==> config.mk <==
export PLATFORM = sky130hd
export DESIGN_NAME = mpx_pin_mux
export DESIGN_NICKNAME = d
export VERILOG_FILES = /design/src/inc/mpx_pkg.sv /design/src/rtl/mpx_clk_gen.sv /design/src/rtl/mpx_pin_mux.sv /design/src/rtl/mpx_sync.sv
export SDC_FILE = /design/constraint.sdc
export NUM_CORES = 1
export LEC_CHECK = 0
export BUFFER_PORTS_ARGS = -buffer_cell sky130_fd_sc_hd__buf_2
export CAP_MARGIN = 20
export CORE_MARGIN = 4
export CORE_UTILIZATION = 35
export DETAILED_ROUTE_END_ITERATION = 16
export SLEW_MARGIN = 30
export SYNTH_ARGS = -nofsm -noshare
export SYNTH_HDL_FRONTEND = slang
export SYNTH_SLANG_ARGS = --single-unit
==> constraint.sdc <==
create_clock -name sys_clk -period 7.7 [get_ports sys_clk]
set_clock_uncertainty 0.05 [all_clocks]
set_input_delay 0 -clock sys_clk [delete_from_list [all_inputs] [get_ports sys_clk]]
set_output_delay 0 -clock sys_clk [all_outputs]
set_load 0.01 [all_outputs]
==> src/inc/mpx_pkg.sv <==
// constants, types and helpers shared by the pin multiplexer files
`default_nettype none
package mpx_pkg;
   // system clock and clock output rates
   localparam int CLK_KHZ = 250000;
   localparam int CLKOUT_LO_KHZ = 13000;
   localparam int CLKOUT_HI_KHZ = 26000;
   localparam int ACC_W = 16;
   localparam logic [ACC_W-1:0] CLK_INC_LO =
      ACC_W'((64'(CLKOUT_LO_KHZ) << ACC_W) / 64'(CLK_KHZ));
   localparam logic [ACC_W-1:0] CLK_INC_HI =
      ACC_W'((64'(CLKOUT_HI_KHZ) << ACC_W) / 64'(CLK_KHZ));

   // network indication blink half periods
   localparam int NET_SLOW_HALF_MS = 500;
   localparam int NET_FAST_HALF_MS = 125;
   localparam int NET_SLOW_HALF_CYC = NET_SLOW_HALF_MS * CLK_KHZ;
   localparam int NET_FAST_HALF_CYC = NET_FAST_HALF_MS * CLK_KHZ;
   localparam int NET_CNT_W = 28;

   // pin indices
   localparam int NPINS = 9;
   localparam int GENERAL_PIN_ONE = 0;
   localparam int GENERAL_PIN_TWO = 1;
   localparam int GENERAL_PIN_THREE = 2;
   localparam int GENERAL_PIN_FOUR = 3;
   localparam int GENERAL_PIN_FIVE = 4;
   localparam int AUDIO_TXD_PIN = 5;
   localparam int AUDIO_RXD_PIN = 6;
   localparam int AUDIO_CLK_PIN = 7;
   localparam int AUDIO_WORD_ALIGN_PIN = 8;
   localparam int LAST_NET_PIN = GENERAL_PIN_FOUR;
   localparam int FIRST_AUDIO_PIN = AUDIO_TXD_PIN;

   // register bus
   localparam int ADDR_W = 4;
   localparam int DATA_W = 32;
   localparam int FUNC_W = 4;
   localparam logic [ADDR_W-1:0] REG_FUNC0 = 4'h0;
   localparam logic [ADDR_W-1:0] REG_OUT = 4'h9;
   localparam logic [ADDR_W-1:0] REG_IN = 4'hA;
   localparam logic [ADDR_W-1:0] REG_CTRL = 4'hB;
   localparam logic [ADDR_W-1:0] REG_STAT = 4'hC;

   // control register fields
   localparam int CTRL_AUDIO_GRP = 0;
   localparam int CTRL_GNSS_SUP = 1;
   localparam int CTRL_NET_LSB = 2;
   localparam int CTRL_CLK_EN = 4;
   localparam int CTRL_CLK_HI = 5;
   localparam int CTRL_CLK_CONT = 6;
   localparam int CTRL_W = 7;
   localparam logic [CTRL_W-1:0] CTRL_RESET = 7'h01;

   // status register fields
   localparam int ST_SIM_PRES = 0;
   localparam int ST_SIM_EN = 1;
   localparam int ST_GNSS_RDY = 2;
   localparam int ST_EVT_LSB = 3;
   localparam int EVT_W = 3;
   localparam int EVT_INS = 0;
   localparam int EVT_REM = 1;
   localparam int EVT_RDY = 2;

   typedef enum logic [FUNC_W-1:0] {
      F_DISABLED, F_GP_IN, F_GP_OUT, F_NET_STATUS, F_GNSS_SUPPLY,
      F_GNSS_READY, F_RTC_SYNC, F_SIM_DETECT, F_SIM_HOTPLUG, F_AUDIO
   } mpx_func_type;

   typedef enum logic [1:0] {
      NET_NO_SERVICE, NET_HOME, NET_ROAMING, NET_DATA
   } mpx_net_type;

   localparam mpx_func_type FUNC_RESET [NPINS] = '{
      F_DISABLED, F_GNSS_SUPPLY, F_GNSS_READY, F_GP_OUT, F_SIM_DETECT,
      F_DISABLED, F_DISABLED, F_DISABLED, F_DISABLED};

   // which function codes a pin's own select register may take
   function automatic logic func_legal(input int idx, input mpx_func_type f);
      logic ok;
      ok = 1'h0;
      case (f)
         F_DISABLED, F_GP_IN, F_GP_OUT: ok = 1'h1;
         F_NET_STATUS, F_GNSS_SUPPLY: ok = (idx <= LAST_NET_PIN);
         F_GNSS_READY: ok = (idx == GENERAL_PIN_THREE);
         F_RTC_SYNC: ok = (idx == GENERAL_PIN_FOUR);
         F_SIM_DETECT, F_SIM_HOTPLUG: ok = (idx == GENERAL_PIN_FIVE);
         default: ok = 1'h0;
      endcase
      return ok;
   endfunction
endpackage
`default_nettype wire

==> src/rtl/mpx_clk_gen.sv <==
// phase accumulator square wave for the clock output pin
`default_nettype none
module mpx_clk_gen
   import mpx_pkg::*;
(
   input wire logic sys_clk,
   input wire logic rst_n,
   input wire logic run,
   input wire logic [ACC_W-1:0] inc,
   output logic clk_out
);
   logic [ACC_W-1:0] acc_r;

   // neither rate divides the system clock, so edges carry one cycle of jitter;
   // stopping clears the phase so the pin rests low
   always_ff @(posedge sys_clk) begin
      if (!rst_n || !run) begin
         acc_r <= '0;
      end else begin
         acc_r <= acc_r + inc;
      end
   end

   assign clk_out = acc_r[ACC_W-1];
endmodule
`default_nettype wire

==> src/rtl/mpx_pin_mux.sv <==
// multifunction pin multiplexer with selectable clock output
//
// The address map and the plain strobed port are this design's own decisions.
`default_nettype none
module mpx_pin_mux
   import mpx_pkg::*;
#(
   parameter int NET_SLOW_CYC = NET_SLOW_HALF_CYC,
   parameter int NET_FAST_CYC = NET_FAST_HALF_CYC
) (
   input wire logic sys_clk,
   input wire logic rst_n,
   input wire logic [ADDR_W-1:0] reg_addr,
   input wire logic [DATA_W-1:0] reg_wdata,
   input wire logic reg_wr,
   input wire logic reg_rd,
   output logic [DATA_W-1:0] reg_rdata,
   input wire logic [NPINS-1:0] pin_in,
   output logic [NPINS-1:0] pin_out,
   output logic [NPINS-1:0] pin_oe,
   output logic [NPINS-1:0] pin_pd_en,
   output logic clock_output_pin_o,
   input wire logic audio_path_active,
   input wire logic rtc_sync_src,
   input wire logic aud_txd,
   output logic aud_rxd,
   input wire logic aud_clk_o,
   input wire logic aud_clk_oe,
   output logic aud_clk_i,
   input wire logic aud_wa_o,
   input wire logic aud_wa_oe,
   output logic aud_wa_i,
   output logic gnss_data_ready,
   output logic sim_present,
   output logic sim_if_enable
);
   mpx_func_type func_r [NPINS];
   mpx_func_type eff [NPINS];
   mpx_func_type eff_prev_r [NPINS];
   mpx_net_type net_state;
   logic [NPINS-1:0] out_val_r;
   logic [NPINS-1:0] pin_sync;
   logic [NPINS-1:0] drv_o;
   logic [NPINS-1:0] drv_oe;
   logic [NPINS-1:0] drv_pd;
   logic [NPINS-1:0] pin_out_r;
   logic [NPINS-1:0] pin_oe_r;
   logic [NPINS-1:0] pin_pd_r;
   logic [CTRL_W-1:0] ctrl_r;
   logic [EVT_W-1:0] evt_r;
   logic [EVT_W-1:0] evt_set;
   logic [EVT_W-1:0] evt_clr;
   logic [DATA_W-1:0] rdata_r;
   logic [DATA_W-1:0] stat_word;
   logic [NET_CNT_W-1:0] net_cnt_r;
   logic [NET_CNT_W-1:0] net_half;
   logic net_tick;
   logic blink_r;
   logic net_lvl_r;
   logic audio_on;
   logic sim_fn;
   logic hot_fn;
   logic rdy_fn;
   logic sim_pres_d_r;
   logic sim_ins;
   logic sim_rem;
   logic sim_pres_r;
   logic sim_en_r;
   logic rdy_d_r;
   logic rdy_r;
   logic aud_rxd_r;
   logic aud_clk_i_r;
   logic aud_wa_i_r;
   logic clk_run;
   logic [ACC_W-1:0] clk_inc;

   // pins come from outside, so every one is synchronised first
   mpx_sync #(
      .W(NPINS)
   ) u_pin_sync (
      .sys_clk(sys_clk),
      .rst_n(rst_n),
      .d(pin_in),
      .q(pin_sync)
   );

   // select registers
   // a write with a code this pin cannot carry is dropped, old choice kept
   always_ff @(posedge sys_clk) begin
      if (!rst_n) begin
         for (int i = 0; i < NPINS; i++) begin
            func_r[i] <= FUNC_RESET[i];
         end
      end else begin
         for (int i = 0; i < NPINS; i++) begin
            if (reg_wr && reg_addr == REG_FUNC0 + ADDR_W'(i) &&
                func_legal(i, mpx_func_type'(reg_wdata[FUNC_W-1:0]))) begin
               func_r[i] <= mpx_func_type'(reg_wdata[FUNC_W-1:0]);
            end
         end
      end
   end

   always_ff @(posedge sys_clk) begin
      if (!rst_n) begin
         out_val_r <= '0;
      end else if (reg_wr && reg_addr == REG_OUT) begin
         out_val_r <= reg_wdata[NPINS-1:0];
      end
   end

   // control: audio group, GNSS supply, network state, clock output setup
   always_ff @(posedge sys_clk) begin
      if (!rst_n) begin
         ctrl_r <= CTRL_RESET;
      end else if (reg_wr && reg_addr == REG_CTRL) begin
         ctrl_r <= reg_wdata[CTRL_W-1:0];
      end
   end

   assign net_state = mpx_net_type'(ctrl_r[CTRL_NET_LSB +: 2]);
   assign audio_on = ctrl_r[CTRL_AUDIO_GRP];

   // group audio override
   // the four audio pins follow one bit, so they never split between roles
   always_comb begin
      for (int i = 0; i < NPINS; i++) begin
         eff[i] = (i >= FIRST_AUDIO_PIN && audio_on) ? F_AUDIO : func_r[i];
      end
   end

   always_comb begin
      drv_o = '0;
      drv_oe = '0;
      drv_pd = '0;
      for (int i = 0; i < NPINS; i++) begin
         case (eff[i])
            F_DISABLED: drv_pd[i] = 1'h1;
            F_GP_OUT: begin
               drv_o[i] = out_val_r[i];
               drv_oe[i] = 1'h1;
            end
            F_NET_STATUS: begin
               drv_o[i] = net_lvl_r;
               drv_oe[i] = 1'h1;
            end
            F_GNSS_SUPPLY: begin
               drv_o[i] = ctrl_r[CTRL_GNSS_SUP];
               drv_oe[i] = 1'h1;
            end
            F_RTC_SYNC: begin
               drv_o[i] = rtc_sync_src;
               drv_oe[i] = 1'h1;
            end
            F_AUDIO: begin
               if (i == AUDIO_TXD_PIN) begin
                  drv_o[i] = aud_txd;
                  drv_oe[i] = 1'h1;
               end else if (i == AUDIO_CLK_PIN) begin
                  drv_o[i] = aud_clk_o;
                  drv_oe[i] = aud_clk_oe;
               end else if (i == AUDIO_WORD_ALIGN_PIN) begin
                  drv_o[i] = aud_wa_o;
                  drv_oe[i] = aud_wa_oe;
               end
            end
            default: drv_oe[i] = 1'h0;
         endcase
      end
   end

   // detach on change
   // a changed function leaves the pin undriven one cycle before the new one drives
   always_ff @(posedge sys_clk) begin
      if (!rst_n) begin
         pin_out_r <= '0;
         pin_oe_r <= '0;
         pin_pd_r <= '1;
         for (int i = 0; i < NPINS; i++) begin
            eff_prev_r[i] <= F_DISABLED;
         end
      end else begin
         pin_out_r <= drv_o;
         pin_pd_r <= drv_pd;
         for (int i = 0; i < NPINS; i++) begin
            pin_oe_r[i] <= drv_oe[i] && (eff[i] == eff_prev_r[i]);
            eff_prev_r[i] <= eff[i];
         end
      end
   end

   assign pin_out = pin_out_r;
   assign pin_oe = pin_oe_r;
   assign pin_pd_en = pin_pd_r;

   // network blink divider
   // one-cycle tick paces the blink; home blinks slow, roaming fast
   assign net_half = (net_state == NET_HOME) ? NET_CNT_W'(NET_SLOW_CYC - 1) :
                     NET_CNT_W'(NET_FAST_CYC - 1);
   assign net_tick = (net_cnt_r >= net_half);

   always_ff @(posedge sys_clk) begin
      if (!rst_n || net_tick) begin
         net_cnt_r <= '0;
      end else begin
         net_cnt_r <= net_cnt_r + NET_CNT_W'(1);
      end
   end

   always_ff @(posedge sys_clk) begin
      if (!rst_n) begin
         blink_r <= 1'h0;
      end else if (net_tick) begin
         blink_r <= ~blink_r;
      end
   end

   // four network states on one level
   always_ff @(posedge sys_clk) begin
      if (!rst_n) begin
         net_lvl_r <= 1'h0;
      end else begin
         case (net_state)
            NET_NO_SERVICE: net_lvl_r <= 1'h0;
            NET_HOME, NET_ROAMING: net_lvl_r <= blink_r;
            NET_DATA: net_lvl_r <= 1'h1;
            default: net_lvl_r <= 1'h0;
         endcase
      end
   end

   assign sim_fn = (eff[GENERAL_PIN_FIVE] == F_SIM_DETECT) || hot_fn;
   assign hot_fn = (eff[GENERAL_PIN_FIVE] == F_SIM_HOTPLUG);
   assign sim_ins = sim_fn && pin_sync[GENERAL_PIN_FIVE] && !sim_pres_d_r;
   assign sim_rem = sim_fn && !pin_sync[GENERAL_PIN_FIVE] && sim_pres_d_r;

   always_ff @(posedge sys_clk) begin
      if (!rst_n) begin
         sim_pres_d_r <= 1'h0;
         sim_pres_r <= 1'h0;
      end else begin
         sim_pres_d_r <= pin_sync[GENERAL_PIN_FIVE];
         sim_pres_r <= sim_fn && pin_sync[GENERAL_PIN_FIVE];
      end
   end

   // hot plug gates SIM interface
   // without hot plug the interface is simply left enabled
   always_ff @(posedge sys_clk) begin
      if (!rst_n || !hot_fn) begin
         sim_en_r <= 1'h1;
      end else if (sim_ins) begin
         sim_en_r <= 1'h1;
      end else if (sim_rem) begin
         sim_en_r <= 1'h0;
      end
   end

   assign rdy_fn = (eff[GENERAL_PIN_THREE] == F_GNSS_READY);

   always_ff @(posedge sys_clk) begin
      if (!rst_n) begin
         rdy_r <= 1'h0;
         rdy_d_r <= 1'h0;
      end else begin
         rdy_r <= rdy_fn && pin_sync[GENERAL_PIN_THREE];
         rdy_d_r <= rdy_r;
      end
   end

   assign sim_present = sim_pres_r;
   assign sim_if_enable = sim_en_r;
   assign gnss_data_ready = rdy_r;

   // sticky events, write one to clear; a new event beats its clear
   assign evt_set = {rdy_r && !rdy_d_r, sim_rem, sim_ins};
   assign evt_clr = (reg_wr && reg_addr == REG_STAT) ?
                    reg_wdata[ST_EVT_LSB +: EVT_W] : '0;

   always_ff @(posedge sys_clk) begin
      if (!rst_n) begin
         evt_r <= '0;
      end else begin
         evt_r <= (evt_r & ~evt_clr) | evt_set;
      end
   end

   // audio input pins handed to the audio port, zero when not selected
   always_ff @(posedge sys_clk) begin
      if (!rst_n) begin
         aud_rxd_r <= 1'h0;
         aud_clk_i_r <= 1'h0;
         aud_wa_i_r <= 1'h0;
      end else begin
         aud_rxd_r <= audio_on && pin_sync[AUDIO_RXD_PIN];
         aud_clk_i_r <= audio_on && pin_sync[AUDIO_CLK_PIN];
         aud_wa_i_r <= audio_on && pin_sync[AUDIO_WORD_ALIGN_PIN];
      end
   end

   assign aud_rxd = aud_rxd_r;
   assign aud_clk_i = aud_clk_i_r;
   assign aud_wa_i = aud_wa_i_r;

   assign clk_run = ctrl_r[CTRL_CLK_EN] &&
                    (ctrl_r[CTRL_CLK_CONT] || audio_path_active);
   assign clk_inc = ctrl_r[CTRL_CLK_HI] ? CLK_INC_HI : CLK_INC_LO;

   mpx_clk_gen u_clk_gen (
      .sys_clk(sys_clk),
      .rst_n(rst_n),
      .run(clk_run),
      .inc(clk_inc),
      .clk_out(clock_output_pin_o)
   );

   // status word layout
   always_comb begin
      stat_word = '0;
      stat_word[ST_SIM_PRES] = sim_pres_r;
      stat_word[ST_SIM_EN] = sim_en_r;
      stat_word[ST_GNSS_RDY] = rdy_r;
      stat_word[ST_EVT_LSB +: EVT_W] = evt_r;
   end

   // read path
   // data stand for exactly one cycle after the strobe, zero otherwise
   always_ff @(posedge sys_clk) begin
      if (!rst_n || !reg_rd) begin
         rdata_r <= '0;
      end else if (reg_addr < REG_OUT) begin
         rdata_r <= DATA_W'(func_r[int'(reg_addr)]);
      end else begin
         case (reg_addr)
            REG_OUT: rdata_r <= DATA_W'(out_val_r);
            REG_IN: rdata_r <= DATA_W'(pin_sync);
            REG_CTRL: rdata_r <= DATA_W'(ctrl_r);
            REG_STAT: rdata_r <= stat_word;
            default: rdata_r <= '0;
         endcase
      end
   end

   assign reg_rdata = rdata_r;
endmodule
`default_nettype wire

==> src/rtl/mpx_sync.sv <==
// two flip-flop synchroniser for pin inputs
`default_nettype none
module mpx_sync #(
   parameter int W = 1
) (
   input wire logic sys_clk,
   input wire logic rst_n,
   input wire logic [W-1:0] d,
   output logic [W-1:0] q
);
   logic [W-1:0] meta_r;

   // meta_r feeds only the second stage
   always_ff @(posedge sys_clk) begin
      if (!rst_n) begin
         meta_r <= '0;
         q <= '0;
      end else begin
         meta_r <= d;
         q <= meta_r;
      end
   end
endmodule
`default_nettype wire

==> metrics.md, run 1 <==
| Metric | Value |
|---|---|
| Post-CTS Resized | `0` |
| Most frequent cell after synthesis | `dfxtp_1` |
| Die area | `29600 sq um` |
| CP peak stage delay | `roughly 530 ps` |
| TritonCTS clock tree | `built` |
| Status | `finished, final reports clean` |
| Synth Cell Area | `9420 sq um` |
| Post-CTS Setup Bufs | `0` |
| P_leak | `4.10 nW` |
| CP arrival | `about 3700 ps` |
| H-tree depth | `4` |
| Area share of the largest cell type after synthesis | `around 35%` |
| FF-to-FF setup slack | `4350 ps` |
| Sum Neg Setup Slack | `0 ps` |
| Post-synth EDFFs | `36` |
| Root Buffer Master | `clkbuf_16` |
| Cell accounting for the most synthesized area | `dfxtp_1` |
| Fin crit period | `~3400 ps` |
| Wire length per cell | `roughly 16 microns` |
| Chip width | `172 microns` |
| Final net count | `approximately 1100` |
| Initial Utilization | `a little over a third` |
| Synth top cells by count | `dfxtp_1 (163), nor2_1 (74), and2_1 (53), a21oi_1 (46), nand2_1 (46)` |
| Synth cell types | `75` |
| Filler cells | `about 2600` |
| Std-Cell Rows | `approximately 60` |
| Core Region | `between 20000 and 30000 sq um` |
| Die Y | `about 170 microns` |
| R2R depth | `9` |
| Post-route ant nets | `0` |
| Avg Cell Area, Syn | `approximately 10 sq um` |
| Max frequency | `roughly 300 MHz` |
| Initial antenna violation count | `0` |
| CP Capture Point | `net_cnt_r[2]` |
| Via/cell ratio | `around 5.1` |
| First-pass DRT Iterations | `5` |
| Gate Count Post-Synth | `about 950` |
| Largest net degree at the start of global routing | `66` |
| CTS Sinks | `between 150 and 200` |
| Hold Violations, Final | `0` |
| Vias post-DR | `around 6900` |
| Boundary Pins | `122` |
| Crit Path Category | `register to register` |
| Worst-path maximum fanout | `17` |
| Design Power | `roughly 0.0022 W` |
| WL final | `around 22000 microns` |
| R2R Path Start | `ctrl_r[2]` |
| TritonCTS Buffers | `17` |
| PortBufs | `75` |
| Sequential element share of the synthesized area | `a little under half` |
| Synth area leaders | `dfxtp_1 (35%), edfxtp_1 (11%), and2_1 (3.5%), ha_1 (3.3%), mux2i_1 (3.3%)` |
| Final period utilization | `between 40% and 50%` |
| Total grt overflow | `0` |
| Slowest cell on the critical path | `ha_1` |
| Layout cells sized above 1 | `16.4%` |
| Area growth from synthesis to layout | `14.7%` |
| Max-slew violations | `0` |
| Cell mode on critical path | `ha_1` |
| Synth warn | `0` |
| Worst setup EP type | `register` |
| Setup crit start kind | `register` |
| #FFs+latches synth | `around 200` |
| Crit path cell chain | `ha_1 > inv_1 > ha_1 > a2111oi_4 > a211oi_2 > o311ai_4 > a21oi_4 > buf_16 > nor3_1` |
| Max clock buf depth | `2` |
| RSZ-0062 raised after global routing | `no` |
| Pwr dens | `202 nW/um^2` |
| DR iter-0 viols | `525` |
| Vias in the first global route | `between 6000 and 7000` |
| Global-route wire length before repair | `between 30000 and 40000 microns` |
| Final setup violating endpoints | `0` |
| Ys flop type | `dfxtp_1` |
| Worst-margin pin slew | `728 ps` |
| CP Launch Point | `ctrl_r[2]` |
| Antenna diode count | `0` |
| DP Wirelength | `roughly 15000 microns` |
| RR Endpoint | `net_cnt_r[2]` |
| Gp weighted congestion | `~0.9` |
| Worst Path Required | `between 8000 and 9000 ps` |
| Worst hold path class | `primary input to register` |
| DRC | `0` |
| Clock-pin slew on the worst setup and hold paths | `approximately 80 ps` |
| All-Layer GR Usage | `between 10% and 20%` |
| Cts hold-fix bufs | `26` |
| Max VDD drop | `between 0.00015 and 0.0002 V` |
| Ys async rst share | `0%` |
| Slew headroom | `~51%` |
| Clock latency on the worst-skew pair | `440 ps` |
| Max cap viols | `0` |
[worst max-delay path, delay by kind of cell, from the launching register on]
family                     cells  cell delay [ps]
DFF                            1              440
adders and majority gates      2              940
AOI/OAI and AO/OA              4             1070
and+or+nand+nor                1              200
buffers and inverters          2              550
[worst min path at each step]
stage / slack (ps) / startpoint / endpoint / depth (start not counted)
after floorplan: 80 / pin_in[0] / u_pin_sync.meta_r[0] / 1
after global placement: 160 / pin_in[8] / u_pin_sync.meta_r[8] / 2
after detailed placement: 160 / pin_in[7] / u_pin_sync.meta_r[7] / 2
after CTS: 5 / rst_n / pin_pd_en[0] / 3
after global routing: 60 / rst_n / pin_pd_en[0] / 3
final: 20 / rst_n / pin_pd_en[0] / 3
[where the power goes]
group / switching [W] / internal [W] / total, W
Clock: 0.000443 / 0.000456 / 0.000899
Combinational: 0.0000817 / 0.0000722 / 0.000154
Sequential: 0.0000385 / 0.00109 / 0.00113
[through the flow]
| stage | hold slack (ps) | setup slack (ps) | cells | area, sq um | util [%] |
|---|---|---|---|---|---|
| floorplan | 77.3 | 5060 | 969 | 9510 | - |
| global placement | 161 | 4190 | 1306 | 9920 | 37.7 |
| detailed placement | 161 | 4340 | 1307 | 9950 | 37.8 |
| CTS | 4.84 | 4310 | 1365 | 10800 | 41.1 |
| global route | 55.1 | 3990 | 1365 | 10800 | 41.1 |
| finish | 18.9 | 4350 | 1365 | 10800 | 41.1 |
[sequential cells by signal, summed over array words and instances, names as in the netlist, 3 cells and up]
register,flops
func_r,36
evt_r,3
out_val_r,9
net_cnt_r,28
u_clk_gen.acc_r,16
ctrl_r,7
eff_prev_r,36
u_pin_sync.meta_r,9
pin_oe,9
reg_rdata,9
pin_pd_en,9
u_pin_sync.q,9
pin_out,9
[layout make-up]
cell class | count | area [sq um] | share of cell area [%]
clock buffer | 19 | 454 | 4.20
clock inverter | 13 | 144 | 1.33
inverter | 25 | 93.8 | 0.868
multi-input combinational | 667 | 4650 | 43.0
sequential | 199 | 4340 | 40.2
tap | 335 | 419 | 3.88
timing repair buffer | 107 | 701 | 6.48
[kinds of logic (layout without fill, tap and decap cells)]
logic type,Yosys count,in the layout,synth area share (%)
AO/OA/AOI/OAI,151,151,11.1
XOR/XNOR,64,64,5.95
adder cells (fa/ha/maj),26,26,3.43
buffers and inverters,103,164,5.44
flip-flops,199,199,46.1
multiplexers,51,51,6.64
other,1,23,0.0398
AND/OR/NAND/NOR,352,352,21.3
[placed cells by master (no fill, tap or decap), types with 11 or more instances in the layout]
cell           netlist  layout
a21oi_1             46      46
and2_1              53      53
and3_1              11      11
buf_2                8      75
clkbuf_16            0      18
conb_1               1      23
dfxtp_1            163     163
dlygate4sd3_1        0      26
edfxtp_1            36      36
ha_1                25      25
inv_1               24      24
mux2_2              12      12
mux2i_1             31      31
nand2_1             46      46
nand2b_1            11      11
nand3_1             21      21
nand4_1             17      17
nor2_1              74      74
nor2b_1             31      31
nor3_1              20      20
nor3_2              24      24
o21ai_0             22      22
xnor2_1             34      34
xor2_1              30      30
[metal layers]
metal / part of all wire (%) / vias to the layer above / track usage, % / wire length (microns)
li1: - / 3451 / - / -
met5: 0 / - / 0 / 0
met4: 0.86 / 0 / 3.01 / 187
met2: 43 / 168 / 21.9 / 9490
met3: 5.5 / 10 / 3.38 / 1190
met1: 50 / 3290 / 21.9 / 10900
No activity file was read; power rests on OpenSTA's default activity.
==> run 2, diff against run 1 <==
--- a/config.mk
+++ b/config.mk
@@ -5,6 +5,7 @@
 export SDC_FILE = /design/constraint.sdc
 export NUM_CORES = 1
 export LEC_CHECK = 0
+export ABC_AREA = 1
 export BUFFER_PORTS_ARGS = -buffer_cell sky130_fd_sc_hd__buf_2
 export CAP_MARGIN = 20
 export CORE_MARGIN = 4
==> constraint.sdc (replaced) <==
create_clock -name sys_clk -period 2.83 [get_ports sys_clk]
set_clock_uncertainty 0.05 [all_clocks]
set_input_delay 0 -clock sys_clk [delete_from_list [all_inputs] [get_ports sys_clk]]
set_output_delay 0 -clock sys_clk [all_outputs]
set_load 0.01 [all_outputs]
==> run 2 against run 1 <==
Hold slack gained 16 ps. Synthesized area grew 0.37%. Critical path depth grew 5. Synthesized cell count grew 30%. Via count grew 20%. Cell count grew 23%. Cell area grew 1.6%. Global-route usage grew 1.9 points. Critical path type unchanged. Critical endpoint is now net_cnt_r[21]. Largest power group unchanged.
==> metrics.md, run 2 <==
| Metric | Value |
|---|---|
| Gp weighted congestion | `0.937 (+6.1%)` |
| Core Region | `26400 sq um (+0.28%)` |
| Initial Utilization | `35.9% (about the same)` |
| Synth top cells by count | `nand2_1 (282), inv_1 (164), dfxtp_1 (163), nor2_1 (144), a21oi_1 (67)` |
| XOR/XNOR share of the synthesized area | `3.24% (-2.7 points)` |
| TritonCTS clock tree | `built` |
| First-pass DRT Iterations | `5 (unchanged)` |
| Cell mode on critical path | `nand2_1` |
| Synth cell types | `54 (-28%)` |
| Post-CTS Setup Bufs | `0 (unchanged)` |
| Fin crit period | `2400 ps (-948 ps)` |
| Chip width | `172 microns (+0.18%)` |
| Final setup violating endpoints | `0 (unchanged)` |
| Worst hold stages | `3 (unchanged)` |
| Combinational family with the most area after synthesis | `simple AND/OR/NAND/NOR gates` |
| Layout cells sized above 1 | `11.1% (-5.3 points)` |
| Area share of the largest cell type after synthesis | `34.5% (-0.13 points)` |
| Std-Cell Rows | `59 (unchanged)` |
| Post-Synth Simple-Gate Area | `26.1% (+4.8 points)` |
| Max-slew violations | `0 (unchanged)` |
| Worst-path maximum fanout | `20 (+3)` |
| Clock latency on the worst-skew pair | `440 ps (about the same)` |
| Most frequent cell after synthesis | `nand2_1` |
| Max cap viols | `0 (unchanged)` |
| Synth Cell Area | `9460 sq um (+0.37%)` |
| RR Endpoint | `net_cnt_r[21]` |
| Die area | `29700 sq um (+0.35%)` |
| CTS Sinks | `199 (unchanged)` |
| Post-CTS Resized | `0 (unchanged)` |
| Antenna diode count | `0 (unchanged)` |
| Sequential element share of the synthesized area | `45.9% (-0.17 points)` |
| Mux share of post-synthesis cell area | `0% (-6.6 points)` |
| Initial antenna violation count | `0 (unchanged)` |
| TritonCTS Buffers | `17 (unchanged)` |
| Post-route ant nets | `0 (unchanged)` |
| P_leak | `4.79 nW (+17%)` |
| Worst hold path class | `primary input to register` |
| Pwr dens | `542 nW/um^2 (+170%)` |
| Worst-margin pin slew | `786 ps (+57.9 ps)` |
| Crit path cell chain | `inv_1 > ha_1 > inv_2 > ha_1 > nand2_1 > nor2_1 > nor2_1 > nand2_1 > nand2_1 > nand2_1 > nand2_2 > nand4_4 > buf_12 > a21oi_1` |
| Global-route wire length before repair | `38900 microns (+13%)` |
| Slew headroom | `47.6% (-3.3 points)` |
| Commonest non-fill, non-tap cell in the layout | `nand2_1` |
| Worst Path Required | `3140 ps (-4870 ps)` |
| Final net count | `1415 (+29%)` |
| Boundary Pins | `122 (unchanged)` |
| Cell accounting for the most synthesized area | `dfxtp_1` |
| #FFs+latches synth | `199 (unchanged)` |
| DRC | `0 (unchanged)` |
| Dpl ws | `433 ps (-3910 ps)` |
| Total grt overflow | `0 (unchanged)` |
| FF-to-FF setup slack | `430 ps (-3920 ps)` |
| Largest registers | `eff_prev_r x36, func_r x36, net_cnt_r x28` |
| Final period utilization | `84.9% (+41 points)` |
| Post-synth EDFFs | `36 (unchanged)` |
| Worst setup EP type | `register` |
| All-Layer GR Usage | `16.6% (+1.9 points)` |
| Util after Layout | `41.6% (+0.52 points)` |
| Root Buffer Master | `clkbuf_16` |
| Adder-Cell Fraction of Synth Area | `3.31% (-0.12 points)` |
| R2R depth | `14 (+5)` |
| Largest net degree at the start of global routing | `58 (-12%)` |
| Vias in the first global route | `7684 (+19%)` |
| Clock-pin slew on the worst setup and hold paths | `80 ps (about the same)` |
| Ys async rst share | `0% (unchanged)` |
| Wire length per cell | `14.6 microns (-8.9%)` |
| Status | `finished, final reports clean` |
| Max clock buf depth | `2 (unchanged)` |
| Gate Count Post-Synth | `1230 (+30%)` |
| DR iter-0 viols | `545 (+3.8%)` |
| R2R Path Start | `ctrl_r[3]` |
| Area growth from synthesis to layout | `16.0%` |
| Max VDD drop | `0.000284 V (+88%)` |
| Ys flop type | `dfxtp_1` |
| Hold Violations, Final | `0 (unchanged)` |
| Most frequent cells in the layout | `nand2_1 (282), inv_1 (164), dfxtp_1 (163)` |
| Synth area leaders | `dfxtp_1 (34%), edfxtp_1 (11%), nand2_1 (11%), inv_1 (6.5%), nor2_1 (5.7%)` |
| Crit Path Category | `register to register` |
| H-tree depth | `4 (unchanged)` |
| Hold EP | `pin_pd_en[1]` |
| Via/cell ratio | `4.92 (-2.9%)` |
| CP peak stage delay | `320 ps (-210 ps)` |
| Max frequency | `416 MHz (+39%)` |
| Slowest cell on the critical path | `dfxtp_1` |
| Synth warn | `0 (unchanged)` |
| PortBufs | `75 (unchanged)` |
| Setup crit start kind | `register` |
| WL final | `24500 microns (+12%)` |
| Compound-Gate Fraction of Synth Area | `11.4% (+0.36 points)` |
| CP arrival | `2720 ps (-940 ps)` |
| Vias post-DR | `8282 (+20%)` |
| Sum Neg Setup Slack | `0 ps (unchanged)` |
| Avg Cell Area, Syn | `7.69 sq um (-23%)` |
| Fin worst setup slack | `428 ps (-3920 ps)` |
| Hold Crit Start | `rst_n` |
| RSZ-0062 raised after global routing | `no` |
| DP Wirelength | `18300 microns (+20%)` |
| Die Y | `172 microns (+0.18%)` |
==> run 2: area by class of cell <==
cell class              count  area [sq um]
clock buffers              19           443
flip-flops and latches    199          4340
well taps                 335           419
inverters                 169           634
repair buffers            111           721
fillers                  2621         15400
multi-input cells         836          4260
clock inverters            13           155
==> run 2: how the worst max path moves through the flow <==
stage | from | to | cells past startpoint
6_report | ctrl_r[3] | net_cnt_r[21] | 14
5_1_grt | ctrl_r[3] | net_cnt_r[7] | 14
4_1_cts | ctrl_r[3] | net_cnt_r[21] | 14
3_5_place_dp | ctrl_r[3] | net_cnt_r[21] | 14
3_3_place_gp | ctrl_r[3] | net_cnt_r[14] | 14
2_1_floorplan | ctrl_r[3] | net_cnt_r[20] | 12
==> run 2: cells by family (layout without fill, tap and decap cells) <==
| logic type | Yosys count | in the layout |
|---|---|---|
| adders and majority gates | 25 | 25 |
| DFF | 199 | 199 |
| and+or+nand+nor | 566 | 566 |
| other | 1 | 23 |
| AOI/OAI and AO/OA | 187 | 187 |
| buffers and inverters | 217 | 312 |
| xor gates and xnor gates | 35 | 35 |
==> run 2: metrics by stage <==
| stage | instance area [sq um] | hold slack, ps | instances | total power (W) |
|---|---|---|---|---|
| 2_1_floorplan | 9540 | 47.6 | 1252 | 0.00339 |
| 3_3_place_gp | 10100 | 132 | 1625 | 0.00352 |
| 3_5_place_dp | 10100 | 135 | 1625 | 0.00353 |
| 4_1_cts | 11000 | 16.1 | 1682 | 0.00601 |
| 5_1_grt | 11000 | 38.0 | 1682 | 0.00620 |
| 6_report | 11000 | 35.1 | 1682 | 0.00595 |
==> run 2: what timing repair did <==
action	CTS	global route
setup endpoints to repair	0	0
hold buffers	25	0
endpoints found under the hold margin	37	0
==> run 2: critical path, delay by kind of cell (launching register included) <==
family          cells  cell delay, ps
flops               1             320
compound gates      1             120
buf+inv             3             540
simple gates        8             680
fa+ha+maj           2             610
==> run 2: power by group <==
| group | leakage (nW) | switching, W | internal [W] |
|---|---|---|---|
| clock network | 0.292 | 0.00117 | 0.00129 |
| logic | 2.82 | 0.000281 | 0.000158 |
| registers | 1.68 | 0.0000746 | 0.00298 |
==> run 2: layer usage <==
layer,GRT usage (%),part of all wire [%],vias to the layer above
met5,0,0,-
met1,21.5,44,3852
met2,27.8,48,231
met4,5.91,2.8,0
li1,-,-,4161
met3,3.09,4.8,38
